$ cat src/rtl/pcef_pkg.sv
// Constants shared by the counter event filter and its snapshot store.
package pcef_pkg;

  // ****************************************************************
  // Register map
  // ****************************************************************
  localparam logic [11:0] CFG_BASE  = 12'h400;
  localparam logic [11:0] CFG_LAST  = 12'h4FF;
  localparam logic [11:0] SNAP_BASE = 12'h600;
  localparam logic [11:0] SNAP_LAST = 12'h7FF;

  // ****************************************************************
  // Configuration word fields
  // ****************************************************************
  localparam int OVERFLOW_SNAPSHOT_TRIGGER_BIT = 31;
  localparam int SEC_BIT    = 30;
  localparam int SPAN_BIT   = 29;
  localparam int PNS_BIT    = 18;
  localparam int PMGF_BIT   = 17;
  localparam int PARTF_BIT  = 16;
  localparam int EVT_FIELD_W = 16;
  localparam logic [31:0] OVERFLOW_SNAPSHOT_TRIGGER_MASK = 32'h8000_0000;
  localparam logic [31:0] FILTER_MASK = 32'h6007_0000;

  // ****************************************************************
  // Stream match word fields in partition mode
  // ****************************************************************
  localparam int PART_LSB = 0;
  localparam int PART_W   = 16;
  localparam int PMG_LSB  = 16;
  localparam int PMG_W    = 8;

  // ****************************************************************
  // Reset values and sizes
  // ****************************************************************
  localparam logic [31:0] CFG_RESET   = 32'h0000_0000;
  localparam logic [63:0] SNAP_RESET  = 64'h0000_0000_0000_0000;
  localparam logic [31:0] RDATA_RESET = 32'h0000_0000;
  localparam int NARROW_CNT_MAX = 32;
  localparam int MAX_COUNTERS   = 64;

endpackage

$ cat src/rtl/pcef_snap_mem.sv
// Snapshot store: captures every counter at once, one registered read port.
`timescale 1ns/1ps
`default_nettype none

module pcef_snap_mem #(
  parameter int DEPTH = 8,
  parameter int WIDTH = 32
) (
  input  wire logic                        clock_i,
  input  wire logic                        rst_b_i,
  input  wire logic                        capture_i,
  input  wire logic [DEPTH-1:0][WIDTH-1:0] values_i,
  input  wire logic                        rd_en_i,
  input  wire logic [5:0]                  rd_idx_i,
  input  wire logic                        rd_hi_i,
  output logic      [31:0]                 rd_data_o
);

  logic [DEPTH-1:0][WIDTH-1:0] mem;
  logic [DEPTH-1:0][WIDTH-1:0] next_mem;
  logic [31:0]                 next_rd_data;
  logic [63:0]                 wide;

  always_comb begin
    next_mem = mem;
    if (capture_i) begin
      next_mem = values_i;
    end
    wide = 64'h0000_0000_0000_0000;
    next_rd_data = 32'h0000_0000;
    if (rd_en_i) begin
      wide = 64'(mem[rd_idx_i]);
      next_rd_data = rd_hi_i ? wide[63:32] : wide[31:0];
    end
  end

  always_ff @(posedge clock_i or negedge rst_b_i) begin
    if (!rst_b_i) begin
      for (int i = 0; i < DEPTH; i++) begin
        mem[i] <= WIDTH'(pcef_pkg::SNAP_RESET);
      end
      rd_data_o <= pcef_pkg::RDATA_RESET;
    end else begin
      mem       <= next_mem;
      rd_data_o <= next_rd_data;
    end
  end

endmodule

`default_nettype wire

$ cat src/rtl/pcef_top.sv
// Per-counter event selection, filtering and snapshot register bank.
`timescale 1ns/1ps
`default_nettype none

module pcef_top #(
  parameter int NUM_CNT = 8,
  parameter int EVT_W   = 16,
  parameter int CNT_W   = 32,
  parameter int SID_W   = 32
) (
  input  wire logic                          clock_i,
  input  wire logic                          rst_b_i,
  input  wire logic                          reg_req_i,
  input  wire logic                          reg_we_i,
  input  wire logic [11:0]                   reg_addr_i,
  input  wire logic [31:0]                   reg_wdata_i,
  output logic                               reg_ack_o,
  output logic      [31:0]                   reg_rdata_o,
  input  wire logic                          security_impl_i,
  input  wire logic                          secure_observe_i,
  input  wire logic                          shared_filter_select_i,
  input  wire logic                          capture_impl_i,
  input  wire logic                          group_enable_i,
  input  wire logic [NUM_CNT-1:0]            counter_enable_i,
  input  wire logic [NUM_CNT-1:0][31:0]      stream_match_register_i,
  input  wire logic [NUM_CNT-1:0][CNT_W-1:0] event_count_value_i,
  input  wire logic [NUM_CNT-1:0]            counter_overflow_i,
  input  wire logic                          capture_request_i,
  input  wire logic                          event_valid_i,
  input  wire logic [15:0]                   event_code_i,
  input  wire logic [SID_W-1:0]              event_sid_i,
  input  wire logic                          event_secure_i,
  input  wire logic                          event_sid_filterable_i,
  input  wire logic                          event_part_filterable_i,
  input  wire logic [15:0]                   event_partition_match_value_i,
  input  wire logic [7:0]                    event_pmg_i,
  input  wire logic                          event_part_ns_i,
  output logic      [NUM_CNT-1:0]            count_increment_o,
  output logic                               snapshot_taken_o
);

  // ****************************************************************
  // Constants and helper functions
  // ****************************************************************
  localparam logic [31:0] EVT_MASK = 32'((64'h1 << EVT_W) - 64'h1);
  localparam logic [31:0] WR_MASK  =
    pcef_pkg::OVERFLOW_SNAPSHOT_TRIGGER_MASK | pcef_pkg::FILTER_MASK | EVT_MASK;
  localparam bit WIDE = (CNT_W > pcef_pkg::NARROW_CNT_MAX);

  // Visible form of a stored word: what software reads and what the
  // filters obey are kept identical by routing both through here.
  function automatic logic [31:0] cfg_view(input logic [31:0] word,
                                           input logic        is_zero,
                                           input logic        shared,
                                           input logic        so,
                                           input logic        sec_impl,
                                           input logic        cap_impl);
    logic [31:0] v;
    v = word & WR_MASK;
    if (!sec_impl) begin
      v[pcef_pkg::SEC_BIT] = 1'b0;
    end
    if (!so) begin
      v[pcef_pkg::PNS_BIT] = 1'b0;
    end
    if (shared && !is_zero) begin
      v = v & ~pcef_pkg::FILTER_MASK;
    end
    if (!cap_impl) begin
      v[pcef_pkg::OVERFLOW_SNAPSHOT_TRIGGER_BIT] = 1'b0;
    end
    return v;
  endfunction

  // Span form: trailing ones of the value plus the next bit are ignored,
  // so an all-ones value ignores every bit and matches any stream.
  function automatic logic sid_match(input logic             span,
                                     input logic [SID_W-1:0] value,
                                     input logic [SID_W-1:0] sid);
    logic [SID_W-1:0] ignore;
    ignore = {SID_W{1'b0}};
    if (span) begin
      ignore = value ^ (value + {{(SID_W-1){1'b0}}, 1'b1});
    end
    return ((value ^ sid) & ~ignore) == {SID_W{1'b0}};
  endfunction

  // Registers of counters that are not built read zero and drop writes.
  function automatic logic slot_ok(input logic [5:0] idx);
    return 32'(idx) < NUM_CNT;
  endfunction

  // Aligned word inside one register window.
  function automatic logic in_window(input logic [11:0] addr,
                                     input logic [11:0] base,
                                     input logic [11:0] last);
    return (addr >= base) && (addr <= last) && (addr[1:0] == 2'h0);
  endfunction

  // Partition mode: each enabled field must match, and the event's
  // partition space must be the one the match values belong to.
  function automatic logic part_match(input logic [31:0] cfg,
                                      input logic [31:0] smr,
                                      input logic [15:0] partition_match_value,
                                      input logic [7:0]  monitor_group_match_value,
                                      input logic        ev_ns,
                                      input logic        so);
    logic part_hit;
    logic pmg_hit;
    logic ns_want;
    part_hit = !cfg[pcef_pkg::PARTF_BIT] ||
               partition_match_value == smr[pcef_pkg::PART_LSB +: pcef_pkg::PART_W];
    pmg_hit  = !cfg[pcef_pkg::PMGF_BIT] ||
               monitor_group_match_value == smr[pcef_pkg::PMG_LSB +: pcef_pkg::PMG_W];
    // Values are non-secure whenever observation is off.
    ns_want  = so ? cfg[pcef_pkg::PNS_BIT] : 1'b1;
    return part_hit && pmg_hit && (ev_ns == ns_want);
  endfunction

  function automatic logic stream_ok(input logic [31:0]      cfg,
                                     input logic [SID_W-1:0] value,
                                     input logic [SID_W-1:0] sid,
                                     input logic             ev_sec,
                                     input logic             so);
    logic sec_eff;
    sec_eff = cfg[pcef_pkg::SEC_BIT] && so;
    // A match-all span still honours the chosen stream space.
    return (ev_sec == sec_eff) &&
           sid_match(cfg[pcef_pkg::SPAN_BIT], value, sid);
  endfunction

  // ****************************************************************
  // Global controls
  // ****************************************************************
  // These come from the group's control and capability registers,
  // which live outside this bank; they are taken as steady levels.
  logic have_security;
  logic observe_secure;
  logic shared_filters;
  logic have_capture;

  always_comb begin
    have_security  = security_impl_i;
    observe_secure = secure_observe_i;
    shared_filters = shared_filter_select_i;
    have_capture   = capture_impl_i;
  end

  // ****************************************************************
  // Configuration storage and register access
  // ****************************************************************
  logic [NUM_CNT-1:0][31:0] cfg_q;
  logic [NUM_CNT-1:0][31:0] next_cfg;
  logic                     ack1;
  logic                     next_ack1;
  logic                     snap_sel1;
  logic                     next_snap_sel1;
  logic [31:0]              cfg_rd1;
  logic [31:0]              next_cfg_rd1;
  logic                     next_ack;
  logic [31:0]              next_rdata;
  logic                     cfg_hit;
  logic                     snap_hit;
  logic [5:0]               cfg_idx;
  logic [5:0]               snap_idx;
  logic                     snap_hi;
  logic                     snap_rd_en;
  logic [31:0]              wmask;
  logic [31:0]              snap_rd_data;

  // Every request is answered two edges after it is taken. The extra
  // stage lines the configuration read up with the registered read port
  // of the snapshot store, so one answer path serves both, at the cost
  // of one cycle of latency on configuration reads.
  always_comb begin
    cfg_hit  = in_window(reg_addr_i, pcef_pkg::CFG_BASE,
                         pcef_pkg::CFG_LAST);
    cfg_idx  = reg_addr_i[7:2];
    snap_hit = in_window(reg_addr_i, pcef_pkg::SNAP_BASE,
                         pcef_pkg::SNAP_LAST);
    if (WIDE) begin
      snap_idx = reg_addr_i[8:3];
      snap_hi  = reg_addr_i[2];
    end else begin
      snap_idx = reg_addr_i[7:2];
      snap_hi  = 1'b0;
      snap_hit = snap_hit && !reg_addr_i[8];
    end
    snap_rd_en = reg_req_i && !reg_we_i && snap_hit && have_capture &&
                 slot_ok(snap_idx);

    next_cfg = cfg_q;
    wmask = WR_MASK;
    if (shared_filters && cfg_idx != 6'h00) begin
      wmask = wmask & ~pcef_pkg::FILTER_MASK;
    end
    // Writes to snapshot space fall through here and are dropped.
    if (reg_req_i && reg_we_i && cfg_hit && slot_ok(cfg_idx)) begin
      next_cfg[cfg_idx] = (cfg_q[cfg_idx] & ~wmask) |
                          (reg_wdata_i & wmask);
    end

    next_ack1      = reg_req_i;
    next_snap_sel1 = snap_rd_en;
    next_cfg_rd1   = 32'h0000_0000;
    if (reg_req_i && !reg_we_i && cfg_hit && slot_ok(cfg_idx)) begin
      next_cfg_rd1 = cfg_view(cfg_q[cfg_idx], cfg_idx == 6'h00,
                              shared_filters, observe_secure,
                              have_security, have_capture);
    end
    next_ack   = ack1;
    next_rdata = snap_sel1 ? snap_rd_data : cfg_rd1;
  end

  always_ff @(posedge clock_i or negedge rst_b_i) begin
    if (!rst_b_i) begin
      for (int i = 0; i < NUM_CNT; i++) begin
        cfg_q[i] <= pcef_pkg::CFG_RESET;
      end
      ack1        <= 1'b0;
      snap_sel1   <= 1'b0;
      cfg_rd1     <= pcef_pkg::RDATA_RESET;
      reg_ack_o   <= 1'b0;
      reg_rdata_o <= pcef_pkg::RDATA_RESET;
    end else begin
      cfg_q       <= next_cfg;
      ack1        <= next_ack1;
      snap_sel1   <= next_snap_sel1;
      cfg_rd1     <= next_cfg_rd1;
      reg_ack_o   <= next_ack;
      reg_rdata_o <= next_rdata;
    end
  end

  // ****************************************************************
  // Event filtering per counter
  // ****************************************************************
  logic [NUM_CNT-1:0] hit;
  logic [NUM_CNT-1:0] ovf_capture_en;

  for (genvar n = 0; n < NUM_CNT; n++) begin : g_filter
    logic [31:0] own;
    logic [31:0] fcfg;
    logic [31:0] smr;
    logic        part_mode;
    logic        part_ok;
    logic        sid_ok;

    always_comb begin
      own = cfg_view(cfg_q[n], n == 0, shared_filters,
                     observe_secure, have_security, have_capture);
      if (shared_filters) begin
        fcfg = cfg_view(cfg_q[0], 1'b1, 1'b1, observe_secure,
                        have_security, have_capture);
        smr  = stream_match_register_i[0];
      end else begin
        fcfg = own;
        smr  = stream_match_register_i[n];
      end
      part_mode = fcfg[pcef_pkg::PARTF_BIT] ||
                  fcfg[pcef_pkg::PMGF_BIT];
      part_ok   = !event_part_filterable_i ||
                  part_match(fcfg, smr, event_partition_match_value_i, event_pmg_i,
                             event_part_ns_i, observe_secure);
      sid_ok    = !event_sid_filterable_i ||
                  stream_ok(fcfg, smr[SID_W-1:0], event_sid_i,
                            event_secure_i, observe_secure);
      hit[n] = event_valid_i && group_enable_i && counter_enable_i[n] &&
               (event_code_i ==
                own[pcef_pkg::EVT_FIELD_W-1:0]) &&
               (part_mode ? part_ok : sid_ok);
      ovf_capture_en[n] = own[pcef_pkg::OVERFLOW_SNAPSHOT_TRIGGER_BIT];
    end
  end

  // ****************************************************************
  // Capture and snapshot store
  // ****************************************************************
  // The read port reads the stored array before a capture rewrites it, so a read
  // taken in the capture cycle still returns the previous snapshot.
  logic capture_now;

  always_comb begin
    capture_now = have_capture && (capture_request_i ||
                  |(counter_overflow_i & ovf_capture_en));
  end

  always_ff @(posedge clock_i or negedge rst_b_i) begin
    if (!rst_b_i) begin
      count_increment_o <= {NUM_CNT{1'b0}};
      snapshot_taken_o  <= 1'b0;
    end else begin
      count_increment_o <= hit;
      snapshot_taken_o  <= capture_now;
    end
  end

  pcef_snap_mem #(
    .DEPTH (NUM_CNT),
    .WIDTH (CNT_W)
  ) u_snap (
    .clock_i   (clock_i),
    .rst_b_i   (rst_b_i),
    .capture_i (capture_now),
    .values_i  (event_count_value_i),
    .rd_en_i   (snap_rd_en),
    .rd_idx_i  (snap_idx),
    .rd_hi_i   (snap_hi),
    .rd_data_o (snap_rd_data)
  );

endmodule

`default_nettype wire

$ cat config.mk
export PLATFORM = sky130hd
export DESIGN_NAME = pcef_top
export DESIGN_NICKNAME = d
export VERILOG_FILES = /design/src/rtl/pcef_pkg.sv /design/src/rtl/pcef_snap_mem.sv /design/src/rtl/pcef_top.sv
export SDC_FILE = /design/constraint.sdc
export NUM_CORES = 2
export LEC_CHECK = 0
export BUFFER_PORTS_ARGS = -buffer_cell sky130_fd_sc_hd__buf_2
export CORE_AREA = 2 2 270 272
export CTS_BUF_LIST = sky130_fd_sc_hd__clkbuf_8 sky130_fd_sc_hd__clkbuf_16
export DETAILED_ROUTE_END_ITERATION = 10
export DIE_AREA = 0 0 272 274
export MAX_ROUTING_LAYER = met4
export PLACE_DENSITY = 0.83
export SKIP_CTS_REPAIR_TIMING = 1
export SYNTH_ARGS = -nofsm -noshare
export SYNTH_HDL_FRONTEND = slang
export SYNTH_SLANG_ARGS = --single-unit
$ cat constraint.sdc
create_clock -name clock_i -period 2.98 [get_ports clock_i]
set_input_delay 0.149 -clock clock_i [delete_from_list [all_inputs] [get_ports clock_i]]
set_output_delay 0.149 -clock clock_i [all_outputs]
set_load 0.05 [all_outputs]
==> impl_results.md, run 1 <==
* Outcome: did not finish
* Halt Stage: 5_1_grt
* Err: [ERROR GRT-0232] Routing congestion too high. Check the congestion heatmap in the GUI.
* CTS sink count at 530
* Worst endpoint pin kind: register input
* # port buffers at between 600 and 700
* Synthesized cell area at 0.03590 sq mm
* EDFF count, synth at 0
* Area after DPL at roughly 0.045 sq mm
* Rows at about 100
* Main combinational cell family by area after synthesis: simple AND/OR/NAND/NOR gates
* Ys flop type: dfrtp_1
* Mux share of post-synthesis cell area at under 10%
* Initial core utilization at around half
* Antenna violations before repair at 85
* Die extent in y at about 270 um
* Synth warnings at 0
* Post-synth cell types at 82
* Setup WS pre-CTS at -462.7 ps
* Total gr overflow at ~160
* Clock root cell: clkbuf_16
* Synthesis-stage register bit count at 530
* Detail Placement HPWL at 163.8 mm
* Pin count of the biggest net entering global routing at 140
* Synth Instances at slightly above 4000
* Synth Area in Adders at less than 1%
* Synth Area in Compound Gates at 13.61%
* Ys async rst share at 100.0%
* Die W at between 200 and 300 um
* Gr usage total at just over 80%
* GPL Wtd Cong at 1.196
* I/O pins at between 700 and 800
* Sequential element share of the synthesized area at between 30 and 40%
* Syn nets at around 4800
* Worst EP post-GRT repair: count_increment_o[6]$_DFF_PN0_/D
* Post-Synth XOR/XNOR Area at between 10% and 20%
* H-tree levels at 2
* Post-synthesis simple-gate area fraction at between 20% and 30%
* Clock tree buffer depth at 3
* Avg Cell Area, Syn at 8.649 sq um
* CTS Buf Count at 50
-- metal layers --
layer	GRT overflow	global-route usage, %
met4	65	81.28
met3	15	65.46
met2	82	95.16
met1	2	81.38
met5	-	-
-- cell families after synthesis --
group                      count (synthesis)
buffers and inverters                    350
DFF                                      530
muxes                                    334
adders and majority gates                  1
xor gates and xnor gates                 580
and+or+nand+nor                         1609
AOI/OAI and AO/OA                        747
-- Yosys cell counts, drive strengths merged (10+ instances only) --
cell type    n  area share [%]
nand2      884             9.2
dfrtp      530              37
xnor2      437              11
clkbuf     216             2.3
mux2       189             5.9
o22ai      187             3.3
a21oi      164             2.3
nor2       150             1.6
mux2i      145             4.1
xor2       143             3.5
o21ai      102             1.4
buf         93             1.4
nand4       91             1.6
nand3       77             1.1
nor4        68             1.2
nand3b      50             1.0
a22oi       48             1.0
nor2b       48            0.84
or4         43            0.90
inv         40            0.42
nor3        39            0.56
a31oi       34            0.59
and3        33            0.58
and2        30            0.52
o221ai      22            0.54
o31ai       21            0.44
nand2b      19            0.33
nand4b      18            0.44
o22a        18            0.44
a22o        16            0.39
a21o        15            0.31
and3b       14            0.34
and4        11            0.27
a211oi      10            0.22
a221oi      10            0.24
o211ai      10            0.21
or3         10            0.17
-- through the flow --
stage	hold slack (ps)	instances	TNS [ps]
floorplan	-146.6	4151	0
global placement	170.5	6144	-1944
CTS	-469.0	6235	-897.7
detailed placement	178.9	6144	-2041
==> inputs of run 2 (changes only) <==
CORE_AREA = default   (was 2 2 270 272)
CORE_MARGIN = 2   (was default)
CORE_UTILIZATION = 40   (was default)
CTS_BUF_LIST = default   (was sky130_fd_sc_hd__clkbuf_8 sky130_fd_sc_hd__clkbuf_16)
DIE_AREA = default   (was 0 0 272 274)
MAX_ROUTING_LAYER = default   (was met4)
PLACE_DENSITY = default   (was 0.83)
PLACE_DENSITY_LB_ADDON = 0.15   (was default)
==> run 2 against run 1 <==
Synthesized cell count unchanged. Synthesized area unchanged. The flow now finishes, with violations (setup timing).
==> impl_results.md, run 2 <==
* Global-route wire length before repair at 291.3 mm
* Detail Placement HPWL at 169.5 mm (was 163.8 mm)
* Worst EP arrival at 3680 ps
* Finished Core Util at a little under three fifths
* # port buffers at 690 (unchanged)
* Die extent in y at 303.6 um (was 274 um)
* CTS sink count at 530 (unchanged)
* Met3 WL at 24.02 mm
* Residual DRC at 0
* Layout cells sized above 1 at between 30% and 40%
* Worst reg2reg startpoint: cfg_q[29]
* Static Leak at 23.72 nW
* Fmax at 0.3240 GHz
* Total gr overflow at 0
* Worst skew pair latency at roughly 670 ps
* R2r endpoint: count_increment_o[7]
* Met1 WL at a little over 80 mm
* Clock tree buffer depth at 3 (unchanged)
* Via Count at 41670
* Syn nets at 4811 (unchanged)
* Pin count of the biggest net entering global routing at 111
* Synth area leaders: dfrtp_1, xnor2_1, nand2_1 (unchanged)
* NumNets Final at slightly above 6000
* CP Max Fanout at 4
* Synthesized cell area at 0.03590 sq mm (unchanged)
* Worst setup SP type: flip-flop
* CP Data Required Time at about 3600 ps
* Most common cell in the netlist: nand2_1 (unchanged)
* Antenna viol nets, final at 0
* Tcrit/Tclk final at 103.6%
* Setup Skew at 60.93 ps
* Rel. slew slack at between 10% and 20%
* Power Density at 426.9 mW/mm^2
* Post-layout min period at slightly above 3000 ps
* Synth Instances at 4151 (unchanged)
* Sequential element share of the synthesized area at 36.94% (unchanged)
* GPL Wtd Cong at 1.134 (was 1.196)
* Drt first pass iters at 8
* Hold Path Class: input pin to flip-flop
* Cell taking the most area after synthesis: dfrtp_1 (unchanged)
* Core ar. at 0.08865 sq mm
* Antenna violations before repair at 28
* Drt total wl at 220.8 mm
* Outcome: complete, but fails checks (was did not finish)
* Synthesis-stage register bit count at 530 (unchanged)
* Top Registers: u_snap.mem: 256 flops, cfg_q: 176 flops
* Synth warnings at 0 (unchanged)
* Reg with most FFs: u_snap.mem
* Commonest cells after routing, fill and taps aside: nand2_1, buf_2, buf_4
* Setup WS pre-CTS at -385.4 ps (was -462.7 ps)
* Final hold vios at 0
* Ys async rst share at 100.0% (unchanged)
* Crit path from: cfg_q[29]
* CTS Buf Count at 57 (was 50)
* Worst-path clk slew at 70 ps
* Ys flop type: dfrtp_1 (unchanged)
* Die W at 303.6 um (was 272 um)
* Routed length per instance at around 33 um
* DR vias/cell at 6.155
* R2r setup slk at -110 ps
* Slew @ Worst Pin at between 1000 and 1500 ps
* Worst setup margin at -106.3 ps
* PnR Total Power at 21.35 mW
* Die area at between 0.09 and 0.1 sq mm
* CTS tree: done
* Post-synth cell types at 82 (unchanged)
* DRT iter0 DRCs at between 5000 and 6000
* Avg Cell Area, Syn at 8.649 sq um (unchanged)
* Reg2reg path depth at 11
* Vias in the first global route at slightly below 40000
* Nature of the critical path endpoint: flip-flop
* Post-synth top cells: nand2_1, dfrtp_1, xnor2_1 (unchanged)
* Final Max Slew Viols at 0
* Area growth, synth to finish at 39.27%
* Yosys top cell area share at 36.94% (unchanged)
* Clock root cell: clkbuf_16 (unchanged)
* Max-cap violation count at 0
* Hold slack final at approximately 24 ps
* Failing checks: setup timing
* H-tree levels at 2 (unchanged)
* Metal2 WL at 94.82 mm
* Initial core utilization at 40.50% (was 49.88%)
* Most common cell after layout, fill and taps aside: nand2_1
* I/O pins at 701 (unchanged)
* Max VDD drop at approximately 500 uV
* Critical Path End: count_increment_o[7]
* Final setup viols at 2
* CP Class: flip-flop to flip-flop
* Max Used Layer: met5
* EDFF count, synth at 0 (unchanged)
* Max reg flops at between 200 and 300
* Gr usage total at approximately 45%
* Rows at 109 (was 99)
run 2: cell counts after synthesis:
Identical to the previous run, type by type.
run 2: report_power, final:
| group | internal [mW] | switching, mW |
|---|---|---|
| sequential | 7.64 | 0.266 |
| combinational | 2.36 | 3.54 |
| clock | 4.28 | 3.26 |
run 2: cell families (layout without fill, tap and decap cells):
group,count (synthesis),count (layout),synth area share (%)
other cells,0,17,0
compound gates,747,747,13.61
flops,530,530,36.94
mux,334,334,9.982
buf+inv,350,1786,4.071
xor+xnor,580,580,14.15
fa+ha+maj,1,1,0.03485
simple gates,1609,1609,21.21
run 2: worst min-delay path by stage:
stage	from	to	cells past startpoint
finish	reg_wdata_i[30]	cfg_q[158]	3
global route	counter_enable_i[1]	count_increment_o[1]	5
CTS	rst_b_i	u_snap.mem[208]	1
detailed placement	rst_b_i	u_snap.mem[208]	1
global placement	rst_b_i	u_snap.mem[208]	1
floorplan	rst_b_i	ack1	0
run 2: final cells by class:
type | instances | area [sq um]
clock inverters | 36 | 435.4
multi-input cells | 3271 | 21320
repair buffers | 1640 | 11770
inverters | 41 | 158.9
well taps | 1165 | 1458
flip-flops and latches | 530 | 13270
clock buffers | 69 | 1551
fillers | 8057 | 38650
diodes | 17 | 42.54
run 2: per-layer routing:
| metal | global-route usage, % | vias up |
|---|---|---|
| met3 | 11.84 | 988 |
| met1 | 55.93 | 20150 |
| li1 | - | 17450 |
| met2 | 68.36 | 3056 |
| met4 | 30.85 | 20 |
| met5 | 0 | - |
run 2: worst max-delay path, stage by stage, from the launching register on:
cell	delay, ps
dfrtp_2	480
nand3_1	160
a22oi_2	200
buf_4	160
nand2_2	140
buf_4	180
o21a_2	200
a2111oi_4	300
buf_4	230
nand4_1	140
or4_4	630
a31oi_1	190
run 2: per-stage QoR:
step | instances | instance area (sq um) | TNS [ps]
after floorplan | 4151 | 35900 | 0
after global placement | 6368 | 45070 | -1306
after detailed placement | 6368 | 45070 | -1449
after CTS | 6473 | 47060 | -632.9
after global routing | 6760 | 49980 | -107.1
final | 6769 | 50000 | -111.3
Note: power is estimated with default switching activity, not from simulation.
